## src/wdt_pkg.sv

```systemverilog
// Watchdog timer register block: shared constants and types.
// Assumes a 12-bit byte address on a plain strobe port and 32-bit data.
`default_nettype none

package wdt_pkg;

  //////////////////////////////////////////////////////////////////////
  // Register byte offsets
  localparam logic [11:0] OFS_LOAD     = 12'h000;
  localparam logic [11:0] OFS_COUNT    = 12'h004;
  localparam logic [11:0] OFS_CONTROL  = 12'h008;
  localparam logic [11:0] OFS_IRQ_CLR  = 12'h00c;
  localparam logic [11:0] OFS_RAW_STAT = 12'h010;
  localparam logic [11:0] OFS_MSK_STAT = 12'h014;
  localparam logic [11:0] OFS_GUARD    = 12'hc00;

  //////////////////////////////////////////////////////////////////////
  // Reset values, keys and field positions
  localparam logic [31:0] LOAD_RESET   = 32'hffffffff;
  localparam logic [31:0] COUNT_RESET  = 32'hffffffff;
  localparam logic [31:0] COUNT_ZERO   = 32'h00000000;
  localparam logic [31:0] COUNT_STEP   = 32'h00000001;
  localparam logic [31:0] GUARD_KEY    = 32'h1acce551;
  localparam logic [31:0] READ_ZERO    = 32'h00000000;
  localparam int          IRQ_EN_BIT   = 0;
  localparam int          RST_EN_BIT   = 1;
  localparam int          FLAG_BIT     = 0;

  //////////////////////////////////////////////////////////////////////
  // Slow tick and system clock rates, nominal
  localparam int          SLOW_CLK_HZ  = 32768;
  localparam int          SYS_CLK_HZ   = 40000000;

  //////////////////////////////////////////////////////////////////////
  // Types
  typedef struct packed {
    logic resetEn;
    logic irqEn;
  } wdt_ctrl_t;

  localparam wdt_ctrl_t CTRL_RESET = '{resetEn: 1'b0, irqEn: 1'b0};

  typedef struct packed {
    logic [11:0] addr;
    logic [31:0] wdata;
    logic        write;
    logic        read;
  } wdt_bus_req_t;

  // Address decode used for every register
  function automatic logic reg_hit(input logic [11:0] addr, input logic [11:0] ofs);
    return addr == ofs;
  endfunction

endpackage

`default_nettype wire

```

## src/wdt_slow_tick.sv

```systemverilog
// Slow clock sampler: turns the asynchronous slow clock pin into a
// one-cycle tick on each filtered rising edge.
// Assumes the slow clock is far slower than clk (32.768 kHz vs 40 MHz).
`timescale 1ns/1ps
`default_nettype none

module wdt_slow_tick (
  input  wire logic clk,
  input  wire logic sys_rst,
  input  wire logic slowClk,
  output var  logic slowTick
);

  logic syncA_ff;
  logic syncB_ff;
  logic syncC_ff;
  logic level_ff;
  logic tick_ff;
  logic agree;
  logic nxt_level;

  //////////////////////////////////////////////////////////////////////
  // Three-stage sampler; first stage feeds only the second
  always_ff @(posedge clk) begin
    if (sys_rst) begin
      syncA_ff <= 1'b0;
      syncB_ff <= 1'b0;
      syncC_ff <= 1'b0;
    end else begin
      syncA_ff <= slowClk;
      syncB_ff <= syncA_ff;
      syncC_ff <= syncB_ff;
    end
  end

  // A change counts only once stages two and three agree
  assign agree     = syncB_ff == syncC_ff;
  assign nxt_level = agree ? syncC_ff : level_ff;

  always_ff @(posedge clk) begin
    if (sys_rst) begin
      level_ff <= 1'b0;
      tick_ff  <= 1'b0;
    end else begin
      level_ff <= nxt_level;
      tick_ff  <= nxt_level & ~level_ff;
    end
  end

  assign slowTick = tick_ff;

endmodule // wdt_slow_tick

`default_nettype wire

```

## src/wdt_timer_regs.sv

```systemverilog
// Watchdog timer: 32-bit down-counter on a slow tick, its register set
// on a plain strobe port, an interrupt and a sticky system reset request.
// Assumes one 40 MHz clock, a synchronous reset and a bus master that
// never asserts read and write together.
//
// Notes on behaviour
// - Writing load restarts the count from the new value; load resets to ones.
// - Count register reads the live counter; writes to it do nothing.
// - Control bit 0 enables the interrupt.
// - Control bit 1 enables the reset output.
// - Any write to irq clear drops the interrupt and reloads; reads give zero.
// - Raw status bit 0 shows the unmasked interrupt; read only.
// - Masked status bit 0 shows interrupt gated by enable; read only.
// - Guard register reads 0 when writes allowed, 1 when blocked.
// - Writing the key to guard unblocks writes; any other value blocks.
// - Counter is 32 bits and steps down at the slow tick rate.
// - At zero the counter raises the interrupt and reloads from load.
// - Zero again with interrupt pending asserts reset when reset enabled.
// - Disabling the interrupt halts counting; enabling restarts from load.
//
// Decided for this implementation: the strobed register port.
`timescale 1ns/1ps
`default_nettype none

module wdt_timer_regs (
  input  wire logic        clk,
  input  wire logic        sys_rst,
  input  wire logic        slowClk,
  input  wire logic [11:0] regAddr,
  input  wire logic [31:0] regWdata,
  input  wire logic        regWrite,
  input  wire logic        regRead,
  output var  logic [31:0] regRdata,
  output var  logic        wdtIrq,
  output var  logic        wdtResetReq
);

  //////////////////////////////////////////////////////////////////////
  // Storage
  logic [31:0]       load_ff;
  logic [31:0]       count_ff;
  wdt_pkg::wdt_ctrl_t ctrl_ff;
  logic              rawIrq_ff;
  logic              irqOut_ff;
  logic              resetReq_ff;
  logic              locked_ff;
  logic [31:0]       rdata_ff;

  //////////////////////////////////////////////////////////////////////
  // Next values
  logic [31:0]       nxt_load;
  logic [31:0]       nxt_count;
  wdt_pkg::wdt_ctrl_t nxt_ctrl;
  logic              nxt_rawIrq;
  logic              nxt_irqOut;
  logic              nxt_resetReq;
  logic              nxt_locked;
  logic [31:0]       nxt_rdata;

  //////////////////////////////////////////////////////////////////////
  // Decode and event wires
  logic              slowTick;
  wire               selLoad;
  wire               selCount;
  wire               selCtrl;
  wire               selClear;
  wire               selRaw;
  wire               selMasked;
  wire               selGuard;
  wire               wrOpen;
  wire               wrLoad;
  wire               wrCtrl;
  wire               wrClear;
  wire               wrGuard;
  wire               newIrqEn;
  wire               newRstEn;
  wire               enRise;
  wire               counting;
  wire               atZero;
  wire               zeroEvent;
  wire               overrun;
  wire               maskedFlag;
  wire [31:0]        countDown;
  wire [31:0]        ctrlWord;
  wire [31:0]        rawWord;
  wire [31:0]        maskedWord;
  wire [31:0]        guardWord;

  //////////////////////////////////////////////////////////////////////
  // Slow tick source
  wdt_slow_tick u_tick (
    .clk      (clk),
    .sys_rst  (sys_rst),
    .slowClk  (slowClk),
    .slowTick (slowTick)
  );

  //////////////////////////////////////////////////////////////////////
  // Address decode
  assign selLoad   = wdt_pkg::reg_hit(regAddr, wdt_pkg::OFS_LOAD);
  assign selCount  = wdt_pkg::reg_hit(regAddr, wdt_pkg::OFS_COUNT);
  assign selCtrl   = wdt_pkg::reg_hit(regAddr, wdt_pkg::OFS_CONTROL);
  assign selClear  = wdt_pkg::reg_hit(regAddr, wdt_pkg::OFS_IRQ_CLR);
  assign selRaw    = wdt_pkg::reg_hit(regAddr, wdt_pkg::OFS_RAW_STAT);
  assign selMasked = wdt_pkg::reg_hit(regAddr, wdt_pkg::OFS_MSK_STAT);
  assign selGuard  = wdt_pkg::reg_hit(regAddr, wdt_pkg::OFS_GUARD);

  //////////////////////////////////////////////////////////////////////
  // Write qualification
  // Guard is always writable so a locked block can be reopened
  assign wrOpen  = ~locked_ff;
  assign wrLoad  = regWrite & selLoad & wrOpen;
  assign wrCtrl  = regWrite & selCtrl & wrOpen;
  assign wrClear = regWrite & selClear & wrOpen;
  assign wrGuard = regWrite & selGuard;
  // Writes to count and status offsets decode to nothing

  //////////////////////////////////////////////////////////////////////
  // Control register
  assign newIrqEn = regWdata[wdt_pkg::IRQ_EN_BIT];
  assign newRstEn = regWdata[wdt_pkg::RST_EN_BIT];

  always_comb begin
    nxt_ctrl = ctrl_ff;
    if (wrCtrl) begin
      nxt_ctrl.irqEn   = newIrqEn;
      nxt_ctrl.resetEn = newRstEn;
    end
  end

  // Only the off-to-on step reloads; rewriting 1 keeps the count
  assign enRise = wrCtrl & newIrqEn & ~ctrl_ff.irqEn;

  //////////////////////////////////////////////////////////////////////
  // Load register
  assign nxt_load = wrLoad ? regWdata : load_ff;

  //////////////////////////////////////////////////////////////////////
  // Down-counter
  // Counter halts whenever the interrupt is disabled
  assign counting  = ctrl_ff.irqEn;
  assign atZero    = count_ff == wdt_pkg::COUNT_ZERO;
  // Zero is held for one tick, giving an interval of load+1 ticks
  assign zeroEvent = slowTick & counting & atZero;
  assign countDown = count_ff - wdt_pkg::COUNT_STEP;

  always_comb begin
    nxt_count = count_ff;
    if (wrLoad) begin
      nxt_count = regWdata;
    end else if (enRise) begin
      nxt_count = load_ff;
    end else if (wrClear) begin
      nxt_count = load_ff;
    end else if (zeroEvent) begin
      nxt_count = load_ff;
    end else if (slowTick & counting) begin
      nxt_count = countDown;
    end
  end

  //////////////////////////////////////////////////////////////////////
  // Interrupt and reset
  // A zero event in the clear cycle still sets the flag
  assign nxt_rawIrq = zeroEvent | (rawIrq_ff & ~wrClear);

  // A clear in the same cycle counts as served in time
  assign overrun = zeroEvent & rawIrq_ff & ~wrClear;

  // Reset request holds until the system reset takes effect
  assign nxt_resetReq = resetReq_ff | (overrun & ctrl_ff.resetEn);

  assign nxt_irqOut = nxt_rawIrq & nxt_ctrl.irqEn;

  //////////////////////////////////////////////////////////////////////
  // Write guard
  assign nxt_locked = wrGuard ? (regWdata != wdt_pkg::GUARD_KEY) : locked_ff;

  //////////////////////////////////////////////////////////////////////
  // Read path
  assign maskedFlag = rawIrq_ff & ctrl_ff.irqEn;
  // Reserved bits above the defined fields read as zero
  assign ctrlWord   = 32'(ctrl_ff);
  assign rawWord    = 32'(rawIrq_ff) << wdt_pkg::FLAG_BIT;
  assign maskedWord = 32'(maskedFlag) << wdt_pkg::FLAG_BIT;
  assign guardWord  = 32'(locked_ff);

  always_comb begin
    nxt_rdata = wdt_pkg::READ_ZERO;
    if (regRead) begin
      if (selLoad) begin
        nxt_rdata = load_ff;
      end else if (selCount) begin
        nxt_rdata = count_ff;
      end else if (selCtrl) begin
        nxt_rdata = ctrlWord;
      end else if (selClear) begin
        nxt_rdata = wdt_pkg::READ_ZERO;
      end else if (selRaw) begin
        nxt_rdata = rawWord;
      end else if (selMasked) begin
        nxt_rdata = maskedWord;
      end else if (selGuard) begin
        nxt_rdata = guardWord;
      end
    end
  end

  //////////////////////////////////////////////////////////////////////
  // Registers
  always_ff @(posedge clk) begin
    if (sys_rst) begin
      load_ff  <= wdt_pkg::LOAD_RESET;
      count_ff <= wdt_pkg::COUNT_RESET;
    end else begin
      load_ff  <= nxt_load;
      count_ff <= nxt_count;
    end
  end

  always_ff @(posedge clk) begin
    if (sys_rst) begin
      ctrl_ff   <= wdt_pkg::CTRL_RESET;
      locked_ff <= 1'b0;
    end else begin
      ctrl_ff   <= nxt_ctrl;
      locked_ff <= nxt_locked;
    end
  end

  always_ff @(posedge clk) begin
    if (sys_rst) begin
      rawIrq_ff   <= 1'b0;
      irqOut_ff   <= 1'b0;
      resetReq_ff <= 1'b0;
    end else begin
      rawIrq_ff   <= nxt_rawIrq;
      irqOut_ff   <= nxt_irqOut;
      resetReq_ff <= nxt_resetReq;
    end
  end

  always_ff @(posedge clk) begin
    if (sys_rst) begin
      rdata_ff <= wdt_pkg::READ_ZERO;
    end else begin
      rdata_ff <= nxt_rdata;
    end
  end

  //////////////////////////////////////////////////////////////////////
  // Outputs
  assign regRdata    = rdata_ff;
  assign wdtIrq      = irqOut_ff;
  assign wdtResetReq = resetReq_ff;

endmodule // wdt_timer_regs

`default_nettype wire

```

## config.mk

```make
export PLATFORM = sky130hd
export DESIGN_NAME = wdt_timer_regs
export DESIGN_NICKNAME = d
export VERILOG_FILES = /design/src/wdt_pkg.sv /design/src/wdt_slow_tick.sv /design/src/wdt_timer_regs.sv
export SDC_FILE = /design/constraint.sdc
export NUM_CORES = 1
export LEC_CHECK = 0
export BUFFER_PORTS_ARGS = -buffer_cell sky130_fd_sc_hd__buf_4
export CAP_MARGIN = 20
export CORE_MARGIN = 1.5
export CORE_UTILIZATION = 57
export CTS_CLUSTER_DIAMETER = 120
export CTS_CLUSTER_SIZE = 8
export DETAILED_ROUTE_END_ITERATION = 8
export PLACE_DENSITY = 0.84
export SLEW_MARGIN = 10
export SYNTH_ARGS = -nofsm -noshare
export SYNTH_HDL_FRONTEND = slang
export SYNTH_SLANG_ARGS = --single-unit
```

## constraint.sdc

```tcl
create_clock -name clk -period 2.6 [get_ports clk]
set_input_delay 0.26 -clock clk [delete_from_list [all_inputs] [get_ports clk]]
set_output_delay 0.26 -clock clk [all_outputs]
set_load 0.03 [all_outputs]
```

==> summary.md, run 1 <==
| Metric | Value |
|---|---|
| Crit path max-delay family | `simple AND/OR/NAND/NOR gates` |
| Root buf cell | `clkbuf_8` |
| Number of clock sinks | `107` |
| Setup_tns | `0 ns` |
| Bufs and invs on worst path | `2` |
| Leak pwr | `about 2.6 nW` |
| Router iterations before antenna repair | `7` |
| CTS tree | `done` |
| CP dominant cell by count | `buf_4` |
| DRC | `2` |
| CTS Hold Bufs | `0` |
| Multi-input logic area | `2904 um2` |
| Core area | `8848 um2` |
| DR vias | `around 5800` |
| FF+latch area | `between 2000 and 2500 um2` |
| Die X | `99.16 um` |
| Crit path capture type | `flop` |
| PortBufs | `about 80` |
| Routed WL | `approximately 18000 um` |
| CTS clk-pin slew, worst paths | `between 0.1 and 0.15 ns` |
| Mean Syn Cell Area | `between 7 and 8 um2` |
| Post-CTS sizing | `0` |
| P&R area growth vs syn | `23.22%` |
| Number of max-cap violations | `0` |
| Mapped Area | `~5300 um2` |
| Kind of critical path | `reg2reg` |
| Overall Global Routing Usage | `a little under two fifths` |
| Largest net degree at the start of global routing | `49` |
| Starting Density | `a little under 60%` |
| Die height | `between 90 and 100 um` |
| Cells along the critical path | `nor4_4, nand4_2, nor4_2, buf_4, buf_4, nor2_1, o221ai_1, a41oi_1` |
| Crit share post-route | `a little over nine tenths` |
| Finished Core Util | `73.39%` |
| Failing checks | `design-rule violations` |
| Worst Hold Class | `in2reg` |
| Cells after Synth | `about 660` |
| Most used flip-flop cell after synthesis | `dfxtp_1` |
| Worst Setup Start Kind | `flop` |
| Max Buffers Root-to-Sink | `2` |
| Register area share after synthesis | `between 40% and 50%` |
| Dpl hpwl | `13220 um` |
| Ant. Diodes | `0` |
| Vias per Instance | `roughly 6.6` |
| Commonest non-fill, non-tap cell in the layout | `buf_4` |
| Max Slew Vio Count | `0` |
| Max Clk Rate | `around 410 MHz` |
| Initial DRC Count | `around 640` |
| Initial antenna violation count | `0` |
| Gr ovfl total | `0` |
| Vias in the first global route | `5408` |
| Arr. time, crit path | `around 2.7 ns` |
| Minimum clock period | `~2.5 ns` |
| Skew-Pair Late Insertion Delay | `roughly 0.37 ns` |
| EDFF count, synth | `0` |
| Detail Route Antenna Nets | `0` |
| RSZ-0062 raised after global routing | `no` |
| Max VDD drop | `0.3457 mV` |
| Area of the die | `9832 um2` |
| Seq cells post-synth | `between 100 and 150` |
| Final setup violating endpoints | `0` |
| Final-stage net count | `slightly above 800` |
| Status | `complete, but fails checks` |
| PD cells | `433.6 nW/um2` |
| Number of cell rows | `34` |
| Yosys Warn Count | `0` |
| Wire length per cell | `roughly 21 um` |
| H-tree levels | `3` |
| Netlist cell types | `71` |
| Net Count, Synth | `between 700 and 800` |
| Hold Violations, Final | `0` |
| Share of layout cells above drive strength 1 | `22.92%` |
| FFs w/ async S/R, synth | `0%` |
| CP Max Fanout | `8` |
| Clock skew | `0.01551 ns` |
| First-pass GRT wire length | `around 29000 um` |
| Worst slew pin tran | `between 0.6 and 0.7 ns` |
| Postcts setup bufs | `0` |
| Slowest stage delay, CP | `~0.43 ns` |
| Global placer's final weighted congestion | `1.022` |
| Num CTS Buffers | `9` |
| Worst rel slew slack | `56.09%` |
| Critical Path Slowest Stage Cell | `dfxtp_1` |
| Most frequent cells in the layout | `138 x buf_4, 107 x dfxtp_1, 89 x nand2_1` |
| Worst Path Required | `2.83 ns` |
| IO Pins | `83` |
| Filler Cells Inserted | `756` |
-- synthesized netlist by cell type (8+ instances only) --
| library cell | n | area [um2] |
|---|---|---|
| buf_2 | 18 | 90.09 |
| a22oi_1 | 31 | 232.7 |
| nor2_1 | 72 | 270.3 |
| o21ai_0 | 24 | 120.1 |
| a31oi_1 | 11 | 68.82 |
| nand2_1 | 89 | 334.1 |
| a32oi_1 | 9 | 78.83 |
| a211oi_1 | 8 | 60.06 |
| nor4_1 | 17 | 106.4 |
| nor3_1 | 29 | 145.1 |
| dfxtp_1 | 107 | 2142 |
| clkbuf_1 | 27 | 101.4 |
| nand3_1 | 39 | 195.2 |
| a21oi_1 | 29 | 145.1 |
| nand4_1 | 17 | 106.4 |
-- path summary, 6_finish.rpt --
kind	start	to	slack (ns)	depth (start not counted)
setup / recovery	count_ff[14]	count_ff[13]	0.13	8
hold / removal	slowClk	u_tick.syncA_ff	0.10	2
setup reg to reg	count_ff[14]	count_ff[13]	0.13	8
hold reg to reg	u_tick.level_ff	u_tick.slowTick	0.43	1
-- cell families after synthesis --
group / Yosys count / share of synthesized area [%]
simple gates: 313 / 29.84
compound gates: 170 / 22.10
fa+ha+maj: 1 / 0.2374
mux: 2 / 0.4036
flops: 107 / 40.65
xor+xnor: 12 / 1.994
buf+inv: 56 / 4.772
-- where the power goes --
group	total (mW)	internal, mW	switching [mW]	leakage, nW
Sequential	1.64	1.64	0.00130	0.865
Combinational	0.159	0.0680	0.0913	1.59
Clock	1.01	0.414	0.601	0.0969
Total	2.82	2.12	0.693	2.55
-- layer usage --
metal,wire (um),global-route usage [%],up-vias
li1,-,-,2657
met1,7346,50.89,2654
met2,8024,57.40,400
met3,2214,8.503,60
met4,729,17.01,0
met5,0,0,-
-- per-stage QoR --
stage / setup WS (ns) / cells / total power, mW / hold slack, ns / area, um2
6_report: 0.1346 / 876 / 2.816 / 0.1023 / 6494
5_1_grt: 0.02675 / 876 / 2.897 / 0.1065 / 6494
4_1_cts: 0.1277 / 876 / 2.821 / 0.09564 / 6479
3_5_place_dp: 0.1647 / 860 / 1.834 / 0.4219 / 6285
3_3_place_gp: 0.2010 / 860 / 1.830 / 0.4020 / 6285
2_1_floorplan: 0.4405 / 661 / 1.732 / 0.3697 / 5270
-- state kept, by name, summed over array words and instances, names as in the netlist --
name,count
u_tick.syncC_ff,1
u_tick.level_ff,1
count_ff,32
wdtIrq,1
wdtResetReq,1
u_tick.syncB_ff,1
u_tick.slowTick,1
load_ff,32
counting,1
ctrlWord,1
rawIrq_ff,1
locked_ff,1
regRdata,32
u_tick.syncA_ff,1
-- cell type report --
| class | count | share of cell area, % |
|---|---|---|
| Timing Repair Buffer | 141 | 16.88 |
| Clock buffer | 11 | 2.331 |
| Clock inverter | 5 | 0.6551 |
| Multi-Input combinational cell | 498 | 44.72 |
| Sequential cell | 107 | 32.99 |
| Tap cell | 108 | 2.081 |
| Inverter | 6 | 0.3468 |
Power figures use the tool's default switching activity.
==> inputs of run 2 (changes only) <==
--- a/config.mk
+++ b/config.mk
@@ -12,7 +12,7 @@
 export CTS_CLUSTER_DIAMETER = 120
 export CTS_CLUSTER_SIZE = 8
 export DETAILED_ROUTE_END_ITERATION = 8
-export PLACE_DENSITY = 0.84
+export PLACE_DENSITY = 0.82
 export SLEW_MARGIN = 10
 export SYNTH_ARGS = -nofsm -noshare
 export SYNTH_HDL_FRONTEND = slang
==> run 2 against run 1 <==
  * Cell count up 0.11%
  * Largest power group unchanged
  * Design area about the same
  * Highest routed layer unchanged
  * Wire length down 0.11%
  * Critical path type unchanged
  * Critical path depth unchanged
  * The run now ends clean
==> summary.md, run 2 (synthesis gave the netlist of run 1 again) <==
| Metric | Value |
|---|---|
| Worst Hold Path Cells | `2 (unchanged)` |
| Final setup violating endpoints | `0 (unchanged)` |
| Hold Violations, Final | `0 (unchanged)` |
| Minimum clock period | `2.434 ns (was 2.465 ns)` |
| CP dominant cell by count | `buf_4 (unchanged)` |
| RSZ-0062 raised after global routing | `no (unchanged)` |
| Max VDD drop | `0.3831 mV (was 0.3457 mV)` |
| Kind of critical path | `reg2reg (unchanged)` |
| Worst Setup Start Kind | `flop (unchanged)` |
| Postcts setup bufs | `0 (unchanged)` |
| Crit path from | `count_ff[2] (was count_ff[14])` |
| Crit path capture type | `flop (unchanged)` |
| Detail Route Antenna Nets | `0 (unchanged)` |
| Hold path startpoint | `regWrite (was slowClk)` |
| Die X | `99.16 um (unchanged)` |
| Slowest stage delay, CP | `0.46 ns (was 0.43 ns)` |
| IO Pins | `83 (unchanged)` |
| Largest net degree at the start of global routing | `49 (unchanged)` |
| Arr. time, crit path | `2.75 ns (was 2.70 ns)` |
| Int Power | `2.171 mW (was 2.122 mW)` |
| Core area | `8848 um2 (unchanged)` |
| Worst rel slew slack | `56.38% (was 56.09%)` |
| Starting Density | `59.56% (unchanged)` |
| Logic pwr share | `5.6% (was 5.7%)` |
| Sequential share of power | `56.8% (was 58.3%)` |
| Net Sw Power | `0.7212 mW (was 0.6934 mW)` |
| CTS Hold Bufs | `0 (unchanged)` |
| Multi-input logic area | `2889 um2 (was 2904 um2)` |
| Worst slew pin tran | `0.6543 ns (was 0.6586 ns)` |
| Clock skew | `0.01473 ns (was 0.01551 ns)` |
| Vias in the first global route | `5422 (was 5408)` |
| Share of layout cells above drive strength 1 | `22.89% (was 22.92%)` |
| P&R area growth vs syn | `23.24% (was 23.22%)` |
| H-tree levels | `3 (unchanged)` |
| Cells along the critical path | `nor4_1, nand2_1, nor4_2, buf_4, a21o_1, buf_4, a32oi_1, o211ai_1 (was nor4_4, nand4_2, nor4_2, buf_4, buf_4, nor2_1, o221ai_1, a41oi_1)` |
| Hold WS | `0.07296 ns (was 0.1023 ns)` |
| Dpl hpwl | `13310 um (was 13220 um)` |
| Max Clk Rate | `410.9 MHz (was 405.6 MHz)` |
| Vias per Instance | `6.668 (was 6.588)` |
| Max Slew Vio Count | `0 (unchanged)` |
| Router iterations before antenna repair | `6 (was 7)` |
| DRC | `0 (was 2)` |
| DR vias | `5848 (was 5771)` |
| Initial antenna violation count | `0 (unchanged)` |
| PD cells | `445.3 nW/um2 (was 433.6 nW/um2)` |
| Status | `complete, no violations (was complete, but fails checks)` |
| Hold endpoint | `locked_ff (was u_tick.syncA_ff)` |
| Wire length per cell | `20.86 um (was 20.91 um)` |
| CTS clk-pin slew, worst paths | `0.11 ns (about the same)` |
| Routed WL | `18290 um (was 18310 um)` |
| Leak pwr | `2.548 nW (was 2.553 nW)` |
| FF+latch area | `2142 um2 (unchanged)` |
| Number of max-cap violations | `0 (unchanged)` |
| Flop2flop setup slack | `0.17 ns (was 0.13 ns)` |
| Crit share post-route | `93.61% (was 94.82%)` |
| Global placer's final weighted congestion | `1.050 (was 1.022)` |
| PortBufs | `82 (unchanged)` |
| Worst Path Required | `2.91 ns (was 2.83 ns)` |
| Num CTS Buffers | `9 (unchanged)` |
| Most frequent cells in the layout | `139 x buf_4, 107 x dfxtp_1, 89 x nand2_1 (was 138 x buf_4, 107 x dfxtp_1, 89 x nand2_1)` |
| Die height | `99.16 um (unchanged)` |
| Area of the die | `9832 um2 (unchanged)` |
| Clock power share | `37.7% (was 36.0%)` |
| RR Endpoint | `count_ff[11] (was count_ff[13])` |
| CTS tree | `done (unchanged)` |
| Root buf cell | `clkbuf_8 (unchanged)` |
| Setup_tns | `0 ns (unchanged)` |
| Max Buffers Root-to-Sink | `2 (unchanged)` |
| CP Max Fanout | `7 (was 8)` |
| Commonest non-fill, non-tap cell in the layout | `buf_4 (unchanged)` |
| Number of clock sinks | `107 (unchanged)` |
| Initial DRC Count | `474 (was 642)` |
| Sw frac | `24.94% (was 24.63%)` |
| Worst r2r path cells | `8 (unchanged)` |
| Gr ovfl total | `0 (unchanged)` |
| Ant. Diodes | `0 (unchanged)` |
| Skew-Pair Late Insertion Delay | `0.39 ns (was 0.37 ns)` |
| First-pass GRT wire length | `28620 um (was 28630 um)` |
| Number of cell rows | `34 (unchanged)` |
| Worst Hold Class | `in2reg (unchanged)` |
| Overall Global Routing Usage | `37.64% (was 37.51%)` |
| Final-stage net count | `814 (was 813)` |
| Post-CTS sizing | `0 (unchanged)` |
| Critical R2R Launch | `count_ff[2] (was count_ff[14])` |
| Filler Cells Inserted | `727 (was 756)` |
| Critical Path Slowest Stage Cell | `nor4_1 (was dfxtp_1)` |
-- run 2: changes by cell type in the layout (fill, tap and decap cells not counted), sizes merged --
cell and change:
buf +1, clkbuf -2, clkinvlp -1, bufinv +1, inv +2
-- run 2: how the worst max path moves through the flow --
stage | end | slack (ns)
floorplan | count_ff[5] | 0.44
global placement | regRdata[0] | 0.19
detailed placement | count_ff[16] | 0.22
CTS | count_ff[11] | 0.25
global route | count_ff[11] | 0.06
finish | count_ff[11] | 0.17
-- run 2: layout make-up --
| class | instances | share of cell area, % |
|---|---|---|
| clock buffers | 9 | 1.907 |
| clock inverters | 7 | 1.214 |
| inverters | 6 | 0.3468 |
| multi-input cells | 498 | 44.48 |
| flip-flops and latches | 107 | 32.98 |
| well taps | 108 | 2.081 |
| repair buffers | 142 | 16.99 |
-- run 2: worst max-delay path: cells and delay by family (launching register included) --
family,cells,cell delay [ns]
flip-flops,1,0.40
AO/OA/AOI/OAI,3,0.49
buffers and inverters,2,0.41
AND/OR/NAND/NOR,3,1.04
-- run 2: layer usage --
metal | routed length (um) | global-route usage [%]
met5 | 0 | 0
met4 | 661 | 17.66
met3 | 2066 | 9.136
met2 | 8114 | 58.30
met1 | 7450 | 49.80
-- run 2: power by group through the flow --
stage               registers [mW]  logic [mW]  clock network [mW]
detailed placement            1.68       0.156                   0
finish                        1.64       0.161                1.09
CTS                           1.64       0.156                1.09
global route                  1.64       0.168                1.16
global placement              1.68       0.153                   0
floorplan                     1.68      0.0529                   0
-- run 2: per-stage QoR --
stage	power [mW]	instances	setup slack [ns]	utilization [%]	cell area, um2
after floorplan	1.732	661	0.4405	-	5270
after global placement	1.832	861	0.1884	71.11	6292
after detailed placement	1.836	861	0.2185	71.11	6292
after CTS	2.889	877	0.2536	73.40	6495
after global routing	2.966	877	0.05949	73.40	6495
final	2.892	877	0.1661	73.40	6495
